`src/design/fam_pkg.sv`:
```
// constants, register map and types for the freezer alarm manager
// assumes a 100 MHz core clock and sensor levels arriving as raw pins
package fam_pkg;
  // clock and time base
  localparam int CLK_PERIOD_NS = 10;
  localparam int TICK_PERIOD_MS = 1000;
  localparam int TICK_CYCLES = TICK_PERIOD_MS * 1000000 / CLK_PERIOD_NS;
  localparam int FLASH_PERIOD_MS = 250;
  localparam int FLASH_CYCLES = FLASH_PERIOD_MS * 1000000 / CLK_PERIOD_NS;
  localparam int SEC_PER_MIN = 60;

  // widths
  localparam int AW = 8;
  localparam int DW = 16;
  localparam int TW = 9;
  localparam int TMRW = 14;
  localparam int NSENS = 9;
  localparam int NAL = 6;
  localparam int NSYNC = 25;

  // register byte offsets
  localparam logic [AW-1:0] ADDR_CTRL = 8'h00;
  localparam logic [AW-1:0] ADDR_THR1 = 8'h04;
  localparam logic [AW-1:0] ADDR_THR2 = 8'h08;
  localparam logic [AW-1:0] ADDR_CMD = 8'h0C;
  localparam logic [AW-1:0] ADDR_STAT = 8'h10;
  localparam logic [AW-1:0] ADDR_TCDIAG = 8'h14;
  localparam logic [AW-1:0] ADDR_SDSEL = 8'h18;
  localparam logic [AW-1:0] ADDR_SDRD = 8'h1C;
  localparam logic [AW-1:0] ADDR_CALICE = 8'h20;
  localparam logic [AW-1:0] ADDR_CALLN2 = 8'h24;

  // control register fields
  localparam int CTRL_RDLY_LSB = 0;
  localparam int CTRL_LOW_LSB = 3;
  localparam int CTRL_LID_LSB = 6;
  localparam int CTRL_SERR_EN = 9;
  localparam int CTRL_TCA_EN = 10;
  localparam int CTRL_STYPE_LSB = 11;
  localparam int CTRL_TC1_EN = 13;
  localparam int CTRL_TC2_EN = 14;
  localparam int SEL_W = 3;
  localparam int STYPE_W = 2;
  localparam logic [DW-1:0] CTRL_RST = 16'h2000;

  // threshold registers: enable bit and signed degrees C
  localparam int THR_EN_BIT = 15;
  localparam logic [DW-1:0] THR_RST = 16'h0000;
  localparam logic signed [TW-1:0] THR_MAX_C = 9'sd0;
  localparam logic signed [TW-1:0] THR_MIN_C = -9'sd190;

  // command register bits, write one to act
  localparam int CMD_MUTE = 0;
  localparam int CMD_STOPFILL = 1;
  localparam int CMD_T_AUD = 2;
  localparam int CMD_T_VIS = 3;
  localparam int CMD_T_REM = 4;
  localparam int CMD_T_END = 5;
  localparam int CMD_CAL_GO = 6;
  localparam int CMD_CAL_OK = 7;
  localparam int CMD_CAL_TC2 = 8;

  // status register fields
  localparam int STAT_MUTE = 8;
  localparam int STAT_VALVE = 9;
  localparam int STAT_RELAY = 10;
  localparam int STAT_CAL_LSB = 11;

  // tc self-check fields
  localparam int TCD_PRES1 = 0;
  localparam int TCD_OPEN1 = 1;
  localparam int TCD_PRES2 = 2;
  localparam int TCD_OPEN2 = 3;

  // alarm bit positions
  localparam int AL_HT1 = 0;
  localparam int AL_HT2 = 1;
  localparam int AL_LOW = 2;
  localparam int AL_SENS = 3;
  localparam int AL_LID = 4;
  localparam int AL_TCO = 5;

  // remote delay choices
  localparam logic [SEL_W-1:0] RD_NONE = 3'h0;
  localparam logic [SEL_W-1:0] RD_IMM = 3'h1;
  localparam logic [SEL_W-1:0] RD_30M = 3'h2;
  localparam logic [SEL_W-1:0] RD_60M = 3'h3;
  localparam logic [SEL_W-1:0] RD_2H = 3'h4;
  // low supply choices
  localparam logic [SEL_W-1:0] LS_NONE = 3'h0;
  localparam logic [SEL_W-1:0] LS_15M = 3'h1;
  localparam logic [SEL_W-1:0] LS_30M = 3'h2;
  localparam logic [SEL_W-1:0] LS_45M = 3'h3;
  localparam logic [SEL_W-1:0] LS_60M = 3'h4;
  localparam logic [SEL_W-1:0] LS_2H = 3'h5;
  localparam logic [SEL_W-1:0] LS_3H = 3'h6;
  // lid limit choices
  localparam logic [SEL_W-1:0] LID_NONE = 3'h0;
  localparam logic [SEL_W-1:0] LID_1M = 3'h1;
  localparam logic [SEL_W-1:0] LID_2M = 3'h2;
  localparam logic [SEL_W-1:0] LID_5M = 3'h3;
  localparam logic [SEL_W-1:0] LID_10M = 3'h4;

  // periods in minutes
  localparam int P_1_MIN = 1;
  localparam int P_2_MIN = 2;
  localparam int P_5_MIN = 5;
  localparam int P_10_MIN = 10;
  localparam int P_15_MIN = 15;
  localparam int P_30_MIN = 30;
  localparam int P_45_MIN = 45;
  localparam int P_60_MIN = 60;
  localparam int P_2_HOUR_MIN = 120;
  localparam int P_3_HOUR_MIN = 180;

  // sensor assembly types and diagnostics
  localparam logic [STYPE_W-1:0] ST_FOUR = 2'h0;
  localparam logic [STYPE_W-1:0] ST_EIGHT_TH = 2'h1;
  localparam logic [STYPE_W-1:0] ST_EIGHT_ARR = 2'h2;
  localparam logic [3:0] CNT_EIGHT = 4'h9;
  localparam logic [3:0] CNT_FOUR = 4'h4;
  localparam logic [3:0] UNPLUG_LEVEL_IN = 4'h8;
  localparam logic [7:0] CODE_OPEN = 8'h4F;
  localparam logic [7:0] CODE_GAS = 8'h47;
  localparam logic [7:0] CODE_LIQ = 8'h4C;

  // calibration points and acceptance window
  localparam logic signed [TW-1:0] ICE_POINT_C = 9'sd0;
  localparam logic signed [TW-1:0] LN2_POINT_C = -9'sd196;
  localparam logic signed [TW-1:0] CAL_TOL_C = 9'sd10;

  typedef enum logic [4:0] {
    CAL_IDLE = 5'h01,
    CAL_ICE = 5'h02,
    CAL_LN2 = 5'h04,
    CAL_DONE = 5'h08,
    CAL_FAIL = 5'h10
  } fam_cal_t;
endpackage

```
`src/design/fam_top.sv`:
```
// freezer alarm manager: alarms, remote relay, fill timer, diagnostics
// assumes temperatures come from a converter on i_clk; all other
// sensor, lid and valve signals are raw pins and are synchronised here
//
// Design decisions made here: the plain strobed port and the placing of the registers.
`timescale 1ns/1ps
module fam_top
  import fam_pkg::*;
#(
  parameter int TICK_CNT = TICK_CYCLES,
  parameter int FLASH_CNT = FLASH_CYCLES
) (
  input wire logic i_clk,
  input wire logic i_arst_n,
  input wire logic i_ce,
  input wire logic [AW-1:0] i_addr,
  input wire logic [DW-1:0] i_wdata,
  input wire logic i_wr,
  input wire logic i_rd,
  input wire logic signed [TW-1:0] i_tc1_temp,
  input wire logic signed [TW-1:0] i_tc2_temp,
  input wire logic i_tc1_open,
  input wire logic i_tc2_open,
  input wire logic i_lid_open,
  input wire logic [NSENS-1:0] i_sens_open,
  input wire logic [NSENS-1:0] i_sens_liquid,
  input wire logic i_sens_unplugged,
  input wire logic i_stop_level,
  input wire logic i_fill_start,
  input wire logic i_power_fail,
  output logic [DW-1:0] o_rd_data,
  output logic o_buzzer,
  output logic o_red_led,
  output logic o_relay_hold,
  output logic o_valve_open,
  output logic [NAL-1:0] o_disp_err,
  output logic [3:0] o_level_in,
  output logic o_level_high_alarm
);

  // period lookups: bit TMRW set means the choice is enabled
  function automatic logic [TMRW:0] mins(input int m);
    mins = {1'b1, TMRW'(m * SEC_PER_MIN)};
  endfunction

  function automatic logic [TMRW:0] rdly_sec(input logic [SEL_W-1:0] s);
    unique case (s)
      RD_IMM: rdly_sec = {1'b1, {TMRW{1'b0}}};
      RD_30M: rdly_sec = mins(P_30_MIN);
      RD_60M: rdly_sec = mins(P_60_MIN);
      RD_2H: rdly_sec = mins(P_2_HOUR_MIN);
      default: rdly_sec = '0; // none and unused codes
    endcase
  endfunction

  function automatic logic [TMRW:0] low_sec(input logic [SEL_W-1:0] s);
    unique case (s)
      LS_15M: low_sec = mins(P_15_MIN);
      LS_30M: low_sec = mins(P_30_MIN);
      LS_45M: low_sec = mins(P_45_MIN);
      LS_60M: low_sec = mins(P_60_MIN);
      LS_2H: low_sec = mins(P_2_HOUR_MIN);
      LS_3H: low_sec = mins(P_3_HOUR_MIN);
      default: low_sec = '0;
    endcase
  endfunction

  function automatic logic [TMRW:0] lid_sec(input logic [SEL_W-1:0] s);
    unique case (s)
      LID_1M: lid_sec = mins(P_1_MIN);
      LID_2M: lid_sec = mins(P_2_MIN);
      LID_5M: lid_sec = mins(P_5_MIN);
      LID_10M: lid_sec = mins(P_10_MIN);
      default: lid_sec = '0;
    endcase
  endfunction

  // saturating one-second counter that clears with its condition
  function automatic logic [TMRW-1:0] sec_step(input logic [TMRW-1:0] c,
                                               input logic run,
                                               input logic tick);
    if (!run) begin
      sec_step = '0;
    end else if (tick && c != {TMRW{1'b1}}) begin
      sec_step = c + TMRW'(1);
    end else begin
      sec_step = c;
    end
  endfunction

  // threshold writes are held inside the programmable range
  function automatic logic signed [TW-1:0] clamp(input logic [TW-1:0] v);
    if ($signed(v) > THR_MAX_C) begin
      clamp = THR_MAX_C;
    end else if ($signed(v) < THR_MIN_C) begin
      clamp = THR_MIN_C;
    end else begin
      clamp = $signed(v);
    end
  endfunction

  function automatic logic near(input logic signed [TW-1:0] v,
                                input logic signed [TW-1:0] p);
    near = (v >= p - CAL_TOL_C) && (v <= p + CAL_TOL_C);
  endfunction

  logic [NSYNC-1:0] sync1_q, sync2_q;
  logic lid_s, tc1_open_s, tc2_open_s, unplug_s, stop_s, fill_s, pfail_s;
  logic [NSENS-1:0] sopen_s, sliq_s;
  logic fill_prev_q;
  logic [31:0] tick_cnt_q, flash_cnt_q;
  logic tick_q, flash_q;
  logic [DW-1:0] ctrl_q;
  logic thr1_en_q, thr2_en_q;
  logic signed [TW-1:0] thr1_q, thr2_q;
  logic [3:0] sdsel_q;
  logic [TMRW-1:0] lid_cnt_q, low_cnt_q, age_cnt_q;
  logic valve_q, low_al_q, mute_q;
  logic [NAL-1:0] alarm_q, alarm_d;
  logic tst_aud_q, tst_vis_q, tst_rem_q;
  fam_cal_t cal_q;
  logic cal_tc2_q;
  logic signed [TW-1:0] cal_ice_q, cal_ln2_q, cal_temp;
  logic [DW-1:0] rd_d;
  logic wr_cmd;
  logic [SEL_W-1:0] sel_rdly, sel_low, sel_lid;
  logic [STYPE_W-1:0] stype;
  logic [3:0] scount, liq_cnt;
  logic [NSENS-1:0] smask;
  logic [TMRW:0] rdly, lowp, lidp;
  logic any_err, relay_act;

  // two-stage synchronisers; only the second stage is read below
  always_ff @(posedge i_clk or negedge i_arst_n) begin
    if (!i_arst_n) begin
      sync1_q <= '0;
      sync2_q <= '0;
    end else if (i_ce) begin
      sync1_q <= {i_lid_open, i_tc1_open, i_tc2_open, i_sens_open,
                  i_sens_liquid, i_sens_unplugged, i_stop_level,
                  i_fill_start, i_power_fail};
      sync2_q <= sync1_q;
    end
  end

  assign {lid_s, tc1_open_s, tc2_open_s, sopen_s, sliq_s, unplug_s,
          stop_s, fill_s, pfail_s} = sync2_q;

  // configuration fields
  assign sel_rdly = ctrl_q[CTRL_RDLY_LSB +: SEL_W];
  assign sel_low = ctrl_q[CTRL_LOW_LSB +: SEL_W];
  assign sel_lid = ctrl_q[CTRL_LID_LSB +: SEL_W];
  assign stype = ctrl_q[CTRL_STYPE_LSB +: STYPE_W];
  assign rdly = rdly_sec(sel_rdly);
  assign lowp = low_sec(sel_low);
  assign lidp = lid_sec(sel_lid);
  assign wr_cmd = i_wr && i_addr == ADDR_CMD;

  // both eight-sensor types list nine entries, the four-type four
  assign scount = (stype == ST_FOUR) ? CNT_FOUR : CNT_EIGHT;
  assign smask = NSENS'((1 << scount) - 1);

  // one-second time base and the red flash rate
  always_ff @(posedge i_clk or negedge i_arst_n) begin
    if (!i_arst_n) begin
      tick_cnt_q <= '0;
      tick_q <= 1'b0;
      flash_cnt_q <= '0;
      flash_q <= 1'b0;
    end else if (i_ce) begin
      tick_q <= tick_cnt_q == 32'(TICK_CNT - 1);
      tick_cnt_q <= (tick_cnt_q == 32'(TICK_CNT - 1)) ? '0 :
                    tick_cnt_q + 32'h1;
      if (flash_cnt_q == 32'(FLASH_CNT - 1)) begin
        flash_cnt_q <= '0;
        flash_q <= ~flash_q;
      end else begin
        flash_cnt_q <= flash_cnt_q + 32'h1;
      end
    end
  end

  // register writes
  always_ff @(posedge i_clk or negedge i_arst_n) begin
    if (!i_arst_n) begin
      ctrl_q <= CTRL_RST;
      thr1_en_q <= THR_RST[THR_EN_BIT];
      thr2_en_q <= THR_RST[THR_EN_BIT];
      thr1_q <= THR_RST[TW-1:0];
      thr2_q <= THR_RST[TW-1:0];
      sdsel_q <= '0;
    end else if (i_ce && i_wr) begin
      unique case (i_addr)
        ADDR_CTRL: ctrl_q <= i_wdata;
        ADDR_THR1: begin
          thr1_en_q <= i_wdata[THR_EN_BIT];
          thr1_q <= clamp(i_wdata[TW-1:0]);
        end
        ADDR_THR2: begin
          thr2_en_q <= i_wdata[THR_EN_BIT];
          thr2_q <= clamp(i_wdata[TW-1:0]);
        end
        ADDR_SDSEL: sdsel_q <= i_wdata[3:0];
        default: ;
      endcase
    end
  end

  // fill valve: a stop in the same cycle as a start wins for safety
  always_ff @(posedge i_clk or negedge i_arst_n) begin
    if (!i_arst_n) begin
      valve_q <= 1'b0;
      fill_prev_q <= 1'b0;
    end else if (i_ce) begin
      fill_prev_q <= fill_s;
      if (stop_s || (wr_cmd && i_wdata[CMD_STOPFILL])) begin
        valve_q <= 1'b0;
      end else if (fill_s && !fill_prev_q) begin
        valve_q <= 1'b1;
      end
    end
  end

  assign o_valve_open = valve_q;

  // alarm delay timers, each cleared when its condition goes away
  always_ff @(posedge i_clk or negedge i_arst_n) begin
    if (!i_arst_n) begin
      lid_cnt_q <= '0;
      low_cnt_q <= '0;
      age_cnt_q <= '0;
    end else if (i_ce) begin
      lid_cnt_q <= sec_step(lid_cnt_q, lid_s, tick_q);
      low_cnt_q <= sec_step(low_cnt_q, valve_q, tick_q);
      age_cnt_q <= sec_step(age_cnt_q, any_err, tick_q);
    end
  end

  // low supply latches until the valve has closed
  always_ff @(posedge i_clk or negedge i_arst_n) begin
    if (!i_arst_n) begin
      low_al_q <= 1'b0;
    end else if (i_ce) begin
      if (!valve_q) begin
        low_al_q <= 1'b0;
      end else if (lowp[TMRW] && low_cnt_q >= lowp[TMRW-1:0]) begin
        low_al_q <= 1'b1;
      end
    end
  end

  // alarm conditions; disabled thermocouples cannot raise open alarms
  always_comb begin
    alarm_d = '0;
    alarm_d[AL_HT1] = thr1_en_q && ctrl_q[CTRL_TC1_EN] &&
                      i_tc1_temp > thr1_q;
    alarm_d[AL_HT2] = thr2_en_q && ctrl_q[CTRL_TC2_EN] &&
                      i_tc2_temp > thr2_q;
    alarm_d[AL_LOW] = low_al_q;
    alarm_d[AL_SENS] = ctrl_q[CTRL_SERR_EN] &&
                       (unplug_s || |(sopen_s & smask));
    alarm_d[AL_LID] = lidp[TMRW] && lid_s &&
                      lid_cnt_q >= lidp[TMRW-1:0];
    alarm_d[AL_TCO] = ctrl_q[CTRL_TCA_EN] &&
                      ((ctrl_q[CTRL_TC1_EN] && tc1_open_s) ||
                       (ctrl_q[CTRL_TC2_EN] && tc2_open_s));
  end

  assign any_err = |alarm_q;

  // alarm state and mute; a fresh error beats a mute in the same cycle
  always_ff @(posedge i_clk or negedge i_arst_n) begin
    if (!i_arst_n) begin
      alarm_q <= '0;
      mute_q <= 1'b0;
    end else if (i_ce) begin
      alarm_q <= alarm_d;
      if (|(alarm_d & ~alarm_q)) begin
        mute_q <= 1'b0;
      end else if (wr_cmd && i_wdata[CMD_MUTE]) begin
        mute_q <= 1'b1;
      end
    end
  end

  // user alarm tests run until an end-test command
  always_ff @(posedge i_clk or negedge i_arst_n) begin
    if (!i_arst_n) begin
      tst_aud_q <= 1'b0;
      tst_vis_q <= 1'b0;
      tst_rem_q <= 1'b0;
    end else if (i_ce && wr_cmd) begin
      if (i_wdata[CMD_T_END]) begin
        tst_aud_q <= 1'b0;
        tst_vis_q <= 1'b0;
        tst_rem_q <= 1'b0;
      end else begin
        tst_aud_q <= tst_aud_q | i_wdata[CMD_T_AUD];
        tst_vis_q <= tst_vis_q | i_wdata[CMD_T_VIS];
        tst_rem_q <= tst_rem_q | i_wdata[CMD_T_REM];
      end
    end
  end

  // relay fires when the error outlives the delay, on test, or on
  // power fail; the idle hold is dropped so a dead supply also trips it
  assign relay_act = pfail_s || tst_rem_q ||
                     (any_err && rdly[TMRW] &&
                      age_cnt_q >= rdly[TMRW-1:0]);

  // indicator outputs
  always_ff @(posedge i_clk or negedge i_arst_n) begin
    if (!i_arst_n) begin
      o_buzzer <= 1'b0;
      o_red_led <= 1'b0;
      o_relay_hold <= 1'b0;
      o_disp_err <= '0;
    end else if (i_ce) begin
      // chirp for the test uses the flash rate to gate the sound
      o_buzzer <= (any_err && !mute_q) ||
                  (tst_aud_q && flash_q);
      o_red_led <= (any_err || tst_vis_q) && flash_q;
      o_relay_hold <= !relay_act;
      o_disp_err <= alarm_q;
    end
  end

  // level report from liquid-covered sensors
  always_comb begin
    liq_cnt = '0;
    for (int k = 0; k < NSENS; k++) begin
      liq_cnt = liq_cnt + 4'(sliq_s[k] & smask[k]);
    end
  end

  always_ff @(posedge i_clk or negedge i_arst_n) begin
    if (!i_arst_n) begin
      o_level_in <= '0;
      o_level_high_alarm <= 1'b0;
    end else if (i_ce) begin
      // an open assembly looks like deep liquid to the thermistors
      o_level_in <= (unplug_s && stype != ST_FOUR) ? UNPLUG_LEVEL_IN :
                    liq_cnt;
      o_level_high_alarm <= stype == ST_FOUR &&
                            (unplug_s || liq_cnt == CNT_FOUR);
    end
  end

  // calibration sequence
  assign cal_temp = cal_tc2_q ? i_tc2_temp : i_tc1_temp;

  always_ff @(posedge i_clk or negedge i_arst_n) begin
    if (!i_arst_n) begin
      cal_q <= CAL_IDLE;
      cal_tc2_q <= 1'b0;
      cal_ice_q <= ICE_POINT_C;
      cal_ln2_q <= LN2_POINT_C;
    end else if (i_ce && wr_cmd) begin
      if (i_wdata[CMD_CAL_GO]) begin
        cal_q <= CAL_ICE;
        cal_tc2_q <= i_wdata[CMD_CAL_TC2];
      end else if (i_wdata[CMD_CAL_OK]) begin
        unique case (cal_q)
          CAL_ICE: begin
            cal_ice_q <= cal_temp;
            cal_q <= CAL_LN2;
          end
          CAL_LN2: begin
            cal_ln2_q <= cal_temp;
            cal_q <= (near(cal_ice_q, ICE_POINT_C) &&
                      near(cal_temp, LN2_POINT_C)) ? CAL_DONE : CAL_FAIL;
          end
          default: ; // confirm outside a capture step is ignored
        endcase
      end
    end
  end

  // read mux; unmapped offsets read zero
  always_comb begin
    rd_d = '0;
    unique case (i_addr)
      ADDR_CTRL: rd_d = ctrl_q;
      ADDR_THR1: rd_d = {thr1_en_q, (DW-1-TW)'(0), thr1_q};
      ADDR_THR2: rd_d = {thr2_en_q, (DW-1-TW)'(0), thr2_q};
      ADDR_STAT: begin
        rd_d[NAL-1:0] = alarm_q;
        rd_d[STAT_MUTE] = mute_q;
        rd_d[STAT_VALVE] = valve_q;
        rd_d[STAT_RELAY] = !o_relay_hold;
        rd_d[STAT_CAL_LSB +: 5] = cal_q;
      end
      ADDR_TCDIAG: begin
        // disabled thermocouples are left out of the report
        rd_d[TCD_PRES1] = ctrl_q[CTRL_TC1_EN];
        rd_d[TCD_OPEN1] = ctrl_q[CTRL_TC1_EN] && tc1_open_s;
        rd_d[TCD_PRES2] = ctrl_q[CTRL_TC2_EN];
        rd_d[TCD_OPEN2] = ctrl_q[CTRL_TC2_EN] && tc2_open_s;
      end
      ADDR_SDSEL: rd_d[3:0] = sdsel_q;
      ADDR_SDRD: begin
        rd_d[15:12] = scount;
        rd_d[11:8] = sdsel_q;
        if (sdsel_q < scount) begin
          rd_d[7:0] = sopen_s[sdsel_q] ? CODE_OPEN :
                      sliq_s[sdsel_q] ? CODE_LIQ : CODE_GAS;
        end
      end
      ADDR_CALICE: rd_d = DW'($signed(cal_ice_q));
      ADDR_CALLN2: rd_d = DW'($signed(cal_ln2_q));
      default: rd_d = '0;
    endcase
  end

  // read data stand only in the cycle after the strobe
  always_ff @(posedge i_clk or negedge i_arst_n) begin
    if (!i_arst_n) begin
      o_rd_data <= '0;
    end else if (i_ce) begin
      o_rd_data <= i_rd ? rd_d : '0;
    end
  end

endmodule

```
`config.mk`:
```
export PLATFORM = sky130hd
export DESIGN_NAME = fam_top
export DESIGN_NICKNAME = d
export VERILOG_FILES = /design/src/design/fam_pkg.sv /design/src/design/fam_top.sv
export SDC_FILE = /design/constraint.sdc
export NUM_CORES = 1
export LEC_CHECK = 0
export CAP_MARGIN = 20
export CORE_MARGIN = 2
export CORE_UTILIZATION = 50
export DETAILED_ROUTE_END_ITERATION = 7
export DONT_BUFFER_PORTS = 1
export SYNTH_ARGS = -nofsm -noshare
export SYNTH_HDL_FRONTEND = slang
export SYNTH_SLANG_ARGS = --single-unit
```
`constraint.sdc`:
```
create_clock -name i_clk -period 7.8 [get_ports i_clk]
set_input_delay 0.78 -clock i_clk [delete_from_list [all_inputs] [get_ports i_clk]]
set_output_delay 0.78 -clock i_clk [all_outputs]
set_load 0.01 [all_outputs]
```
Yosys cells after proc, flatten, opt, wreduce, memory -nomap -nowiden
Index checks and enable logic that the tools add are counted.
{"block": "totals", "elab_cells": 222, "in_bits": 72, "output_inout_bits": 31, "reg_bits": 265}
{"block": "op_classes", "order_cmp": 13, "shift": 1, "eq_ne": 35, "add_sub_neg": 14, "bitwise": 17, "n_mux": 41, "reduce_logical": 67}
{"cell": "case mux 15 bit (4 select lines)", "n": 2}
{"cell": "case mux 15 bit (6 select lines)", "n": 1}
{"cell": "two-way mux 14 bit", "n": 6}
{"cell": "adder 32 x 1 -> 32 bit (second input constant)", "n": 2}
{"cell": "two-way mux 32 bit", "n": 2}
{"cell": "case mux 8 bit (7 select lines)", "n": 1}
{"cell": "adder 14 x 1 -> 14 bit (second input constant)", "n": 3}
{"cell": "greater-or-equal comparator 14 bit", "n": 3}
{"cell": "!= test 14 bit (second input constant)", "n": 3}
{"cell": "case mux 4 bit (9 select lines)", "n": 1}
{"cell": "equality test 32 x 25 -> 1 bit (second input constant)", "n": 1}
{"cell": "equality test 32 x 27 -> 1 bit (second input constant)", "n": 1}
{"cell": "equality test 8 x 5 -> 1 bit (second input constant)", "n": 4}
{"cell": "logical AND 1 bit", "n": 30}
{"cell": "two-way mux 9 bit", "n": 3}
{"cell": "AND reduction 2 bit", "n": 12}
{"cell": "adder 4 x 1 -> 4 bit", "n": 5}
{"cell": "equality test 3 x 2 -> 1 bit (second input constant)", "n": 6}
{"cell": "> comparator 9 bit", "n": 2}
{"cell": "equality test 8 x 4 -> 1 bit (second input constant)", "n": 2}
{"cell": "equality test 8 x 6 -> 1 bit (second input constant)", "n": 2}
{"cell": "two-way mux 16 bit", "n": 1}
{"cell": "two-way mux 4 bit", "n": 4}
{"cell": "equality test 3 bit (second input constant)", "n": 5}
{"cell": "42 further kinds", "n": 86}

Depth between registers and ports, before layout
{"block": "depth", "depth_word": 16, "mapped_depth": 11}

Least setup slack after synthesis
No wires, ideal clock.
{"block": "synth_timing", "path_type": "register -> register", "from": "register sync2_q[4]", "to": "register o_level_high_alarm", "path_buffers": 0, "setup_ps": 124, "setup_slack_ps": 4482, "path_stages_with_launch": 10, "arrival_time_ps": 3194, "required_ps": 7676, "path_cell_list": "dfrtp_1 > fa_1 > inv_1 > fa_1 > fa_1 > fa_1 > fa_1 > xnor2_1 > a41oi_1 > o2bb2ai_1"}
{"block": "synth_via", "elab_chain_len": 12}
{"item": "start, declared", "line_no": "fam_top.sv:107", "source": "logic [NSYNC-1:0] sync1_q, sync2_q;"}
{"item": "start signal, assigned", "line_no": "fam_top.sv:142", "source": "sync2_q <= sync1_q;"}
{"item": "bitwise AND 1 bit", "line_no": "fam_top.sv:332", "source": "liq_cnt = liq_cnt + 4'(sliq_s[k] & smask[k]);"}
{"item": "adder 1 x 1 -> 2 bit", "line_no": "fam_top.sv:332"}
{"item": "adder 2 x 1 -> 3 bit", "line_no": "fam_top.sv:332"}
{"item": "adder 3 x 1 -> 4 bit", "line_no": "fam_top.sv:332"}
{"item": "adder 4 x 1 -> 4 bit (5 in a row)", "line_no": "fam_top.sv:332"}
{"item": "equality test 4 x 3 -> 1 bit", "line_no": "fam_top.sv:345", "source": "(unplug_s || liq_cnt == CNT_FOUR);"}
{"item": "logical OR 1 bit", "line_no": "fam_top.sv:345"}
{"item": "logical AND 1 bit", "line_no": "fam_top.sv:344", "source": "o_level_high_alarm <= stype == ST_FOUR &&"}
{"item": "end signal, assigned", "line_no": "fam_top.sv:344"}
{"item": "end, declared", "line_no": "fam_top.sv:38", "source": "output logic o_level_high_alarm"}
No other way between the ends.
A chain may end at the register's enable or synchronous reset.

Worst setup path in the final report
Same ends and word-level chain as after synthesis.

==> run metrics <==
outcome=completed; synthesized netlist net count=1546; post-synthesis sequential area ratio=47.1%; Hold Vio Cnt, Final=0; final worst slack=4380 ps; Cells after Synth=1412; Setup WS pre-CTS=between 4000 and 5000 ps; num ports=103; insertion delay to the later sink of the worst-skew pair=560 ps; GRT Residual Overflow=0; CTS tree=done; synth warn=0; storage element area=6640 um^2; Die Ht=172 um; # nets final=1538; fmax=292 MHz; total CTS buffers=30; row cnt=61; antenna violations before repair=1; first-pass GRT wire length=approximately 59 mm; crit path time final=roughly 3400 ps; WL per Instance=19.9 um; Post-Route Setup TNS=0 ps; Cell Pwr Density=211 nW/um^2; dpl hpwl=~25 mm; vias per std cell=5.85; Core Area=approximately 28000 um^2; synth-to-layout area growth=10.3%; Max H-tree Level=1; Worst Path Max Fanout=3; fillers=around 2500; final instance area=15600 um^2; ANT nets after route=0; worst min-delay path class=input port to async pin; final setup fails=0; residual DRC count=0; gr usage total=25.2%; Final Max Slew Viols=0; Starting Density=between 50% and 60%; CP arrival=3900 ps; cell mode on critical path=fa_1; Netlist cell types=73; crit path kind=flop to flop; GPL Wtd Cong=0.889; max cap viols=0; CTS clk-pin slew, worst paths=70 ps; area occupied by multi-input gates=7030 um^2; Setup crit start kind=flop; worst-margin pin slew=1080 ps; placed cell count=1747; Die X=172 um; CTS resizes=0; Reg2Reg Setup Slack=approximately 4400 ps; worst path cell trace=fa_1 > inv_1 > fa_1 > fa_1 > fa_1 > fa_1 > xnor2_1 > a41oi_1 > o2bb2ai_1; vias=10600; area post-placement=roughly 14000 um^2; post-synthesis average cell area=9.99 um^2; slowest CP cell=fa_1; reg-to-reg critical path startpoint=sync2_q[4]$_DFFE_PN0P_; Slew headroom=27.4%; DRT iter0 DRCs=870; Final Skew=24.9 ps; CP max stage delay=540 ps; layout cells sized above 1=11.9%; Setup crit end=o_level_high_alarm$_DFFE_PN0P_; most used flip-flop cell after synthesis=dfrtp_1; RSZ-0062 raised after global routing=false; drt pass-1 iters=5; LEAKAGE=around 7 nW; # port buffers=0; mapped cell area=14100 um^2; Synth Register Bits=265; root buffer cell=clkbuf_16; most frequent cells in the layout=258 x dfrtp_1, 157 x nand2_1, 120 x nor2_1; IR drop worst, VDD=0.158 mV; pin count of the biggest net entering global routing=259; Reg2Reg Depth=9; number of global-route vias before repair=10400; fraction of synthesis flops using an asynchronous set or reset pin=100%; CP Data Required Time=between 8000 and 9000 ps; Post-synth EDFFs=0; Tcrit/Tclk final=between 40% and 50%; most common cell after layout, fill and taps aside=dfrtp_1; post-layout util=roughly 56%; Finished Layout Cells=around 1800; reg2reg end=o_level_high_alarm$_DFFE_PN0P_; maximum clock path buffer count=3; Detailed Route WL=36.0 mm; total die area=29600 um^2; TritonCTS Sinks=265; crit end category=flop; Crit. Startpoint=sync2_q[4]$_DFFE_PN0P_
[worst min-delay path by stage]
stage                          startpoint                         end  slack (ps)  depth (start not counted)
3_5_place_dp     cal_ln2_q[8]$_DFFE_PN1P_    cal_ln2_q[8]$_DFFE_PN1P_         470                          2
3_3_place_gp     cal_ln2_q[8]$_DFFE_PN1P_    cal_ln2_q[8]$_DFFE_PN1P_         450                          2
6_report                         i_arst_n    cal_ln2_q[8]$_DFFE_PN1P_          70                          0
4_1_cts                          i_arst_n    cal_ln2_q[5]$_DFFE_PN1P_          50                          0
2_1_floorplan  tick_cnt_q[31]$_DFFE_PN0P_  tick_cnt_q[31]$_DFFE_PN0P_         430                          1
5_1_grt                          i_arst_n    cal_ln2_q[5]$_DFFE_PN1P_          40                          0
[worst max-delay path, delay by kind of cell, from the launching register on]
family | cells | cell delay (ps)
DFF | 1 | 410
buffers and inverters | 1 | 50
adders and majority gates | 5 | 2380
xor gates and xnor gates | 1 | 210
AOI/OAI and AO/OA | 2 | 290
[final cells by class]
type / count / area share, %
Multi-Input combinational cell: 1033 / 45.2
Sequential cell: 265 / 42.7
Clock buffer: 43 / 5.60
Tap cell: 378 / 3.04
Inverter: 63 / 1.52
Clock inverter: 13 / 1.17
Timing Repair Buffer: 11 / 0.756
Antenna cell: 1 / 0.0161
[per-stage QoR]
stage	hold slack, ps	power (mW)
2_1_floorplan	435	1.73
3_3_place_gp	452	1.78
3_5_place_dp	467	1.79
4_1_cts	46.1	3.32
5_1_grt	37.9	3.42
6_report	67.0	3.28
[flip-flops by register name (all words and copies together), names as in the netlist, 4 cells and up]
name	cells
sync1_q	25
cal_ice_q	9
ctrl_q	16
sync2_q	25
o_level_in	4
alarm_q	6
cal_ln2_q	9
flash_cnt_q	32
thr2_q	9
cal_q	5
sdsel_q	4
thr1_q	9
o_rd_data	16
tick_cnt_q	32
lid_cnt_q	14
low_cnt_q	14
age_cnt_q	14
o_disp_err	6
[per-layer routing]
layer	part of all wire, %	GRT usage, %	vias to the layer above
met5	0	0	-
met4	2.0	5.85	0
met3	5.3	4.76	51
met2	45	39.3	269
met1	47	36.4	5207
li1	-	-	5052
[cells in the mapped netlist (5+ instances only)]
cell type / n / area (um^2)
nor2b_1: 14 / 87.6
nor4b_1: 5 / 43.8
or4b_2: 5 / 50.1
nor2_1: 120 / 450
o2bb2ai_1: 12 / 105
buf_1: 9 / 33.8
mux2_2: 77 / 867
and2_1: 15 / 93.8
clkbuf_1: 36 / 135
a22o_1: 7 / 61.3
xor2_1: 47 / 412
nand2b_1: 10 / 62.6
fa_1: 5 / 100
nand4_1: 44 / 275
nand3_1: 49 / 245
mux2i_1: 14 / 140
a21o_1: 6 / 45.0
a21oi_1: 39 / 195
or4_1: 5 / 37.5
and4_1: 11 / 96.3
a22oi_1: 13 / 97.6
or3_1: 11 / 68.8
nor4_1: 17 / 106
nor3_1: 24 / 120
dfrtp_1: 258 / 6460
inv_1: 62 / 233
a31oi_1: 12 / 75.1
o21ai_0: 81 / 405
dfstp_2: 7 / 184
a2111oi_0: 6 / 52.6
a211oi_1: 6 / 45.0
o31ai_1: 6 / 45.0
ha_1: 57 / 713
a221oi_1: 6 / 52.6
and3_1: 29 / 181
nand2_1: 157 / 589
o21ai_1: 9 / 45.0
o211ai_1: 6 / 45.0
xnor2_1: 43 / 377
[what timing repair did]
action | 4_1_cts | 5_1_grt
endpoints found under the hold margin | 258 | 0
hold buffers | 1 | 0
setup buffers | 0 | 0
[cells by family (layout without fill, tap and decap cells)]
logic type                 count (synthesis)  count (layout)  synth area share, %
muxes                                     95              95                 7.78
and+or+nand+nor                          535             535                 19.0
adders and majority gates                 62              62                 5.77
xor gates and xnor gates                  90              90                 5.59
AOI/OAI and AO/OA                        251             251                 11.6
buffers and inverters                    114             130                 3.18
other                                      0               1                    0
DFF                                      265             265                 47.1
[report_power, final]
group          internal [mW]  switching, mW  leakage [nW]
sequential              1.45         0.0882          3.45
combinational          0.118          0.134          2.84
clock                  0.910          0.583         0.521
total                   2.48          0.805          6.80
No activity file was read; power rests on OpenSTA's default activity.
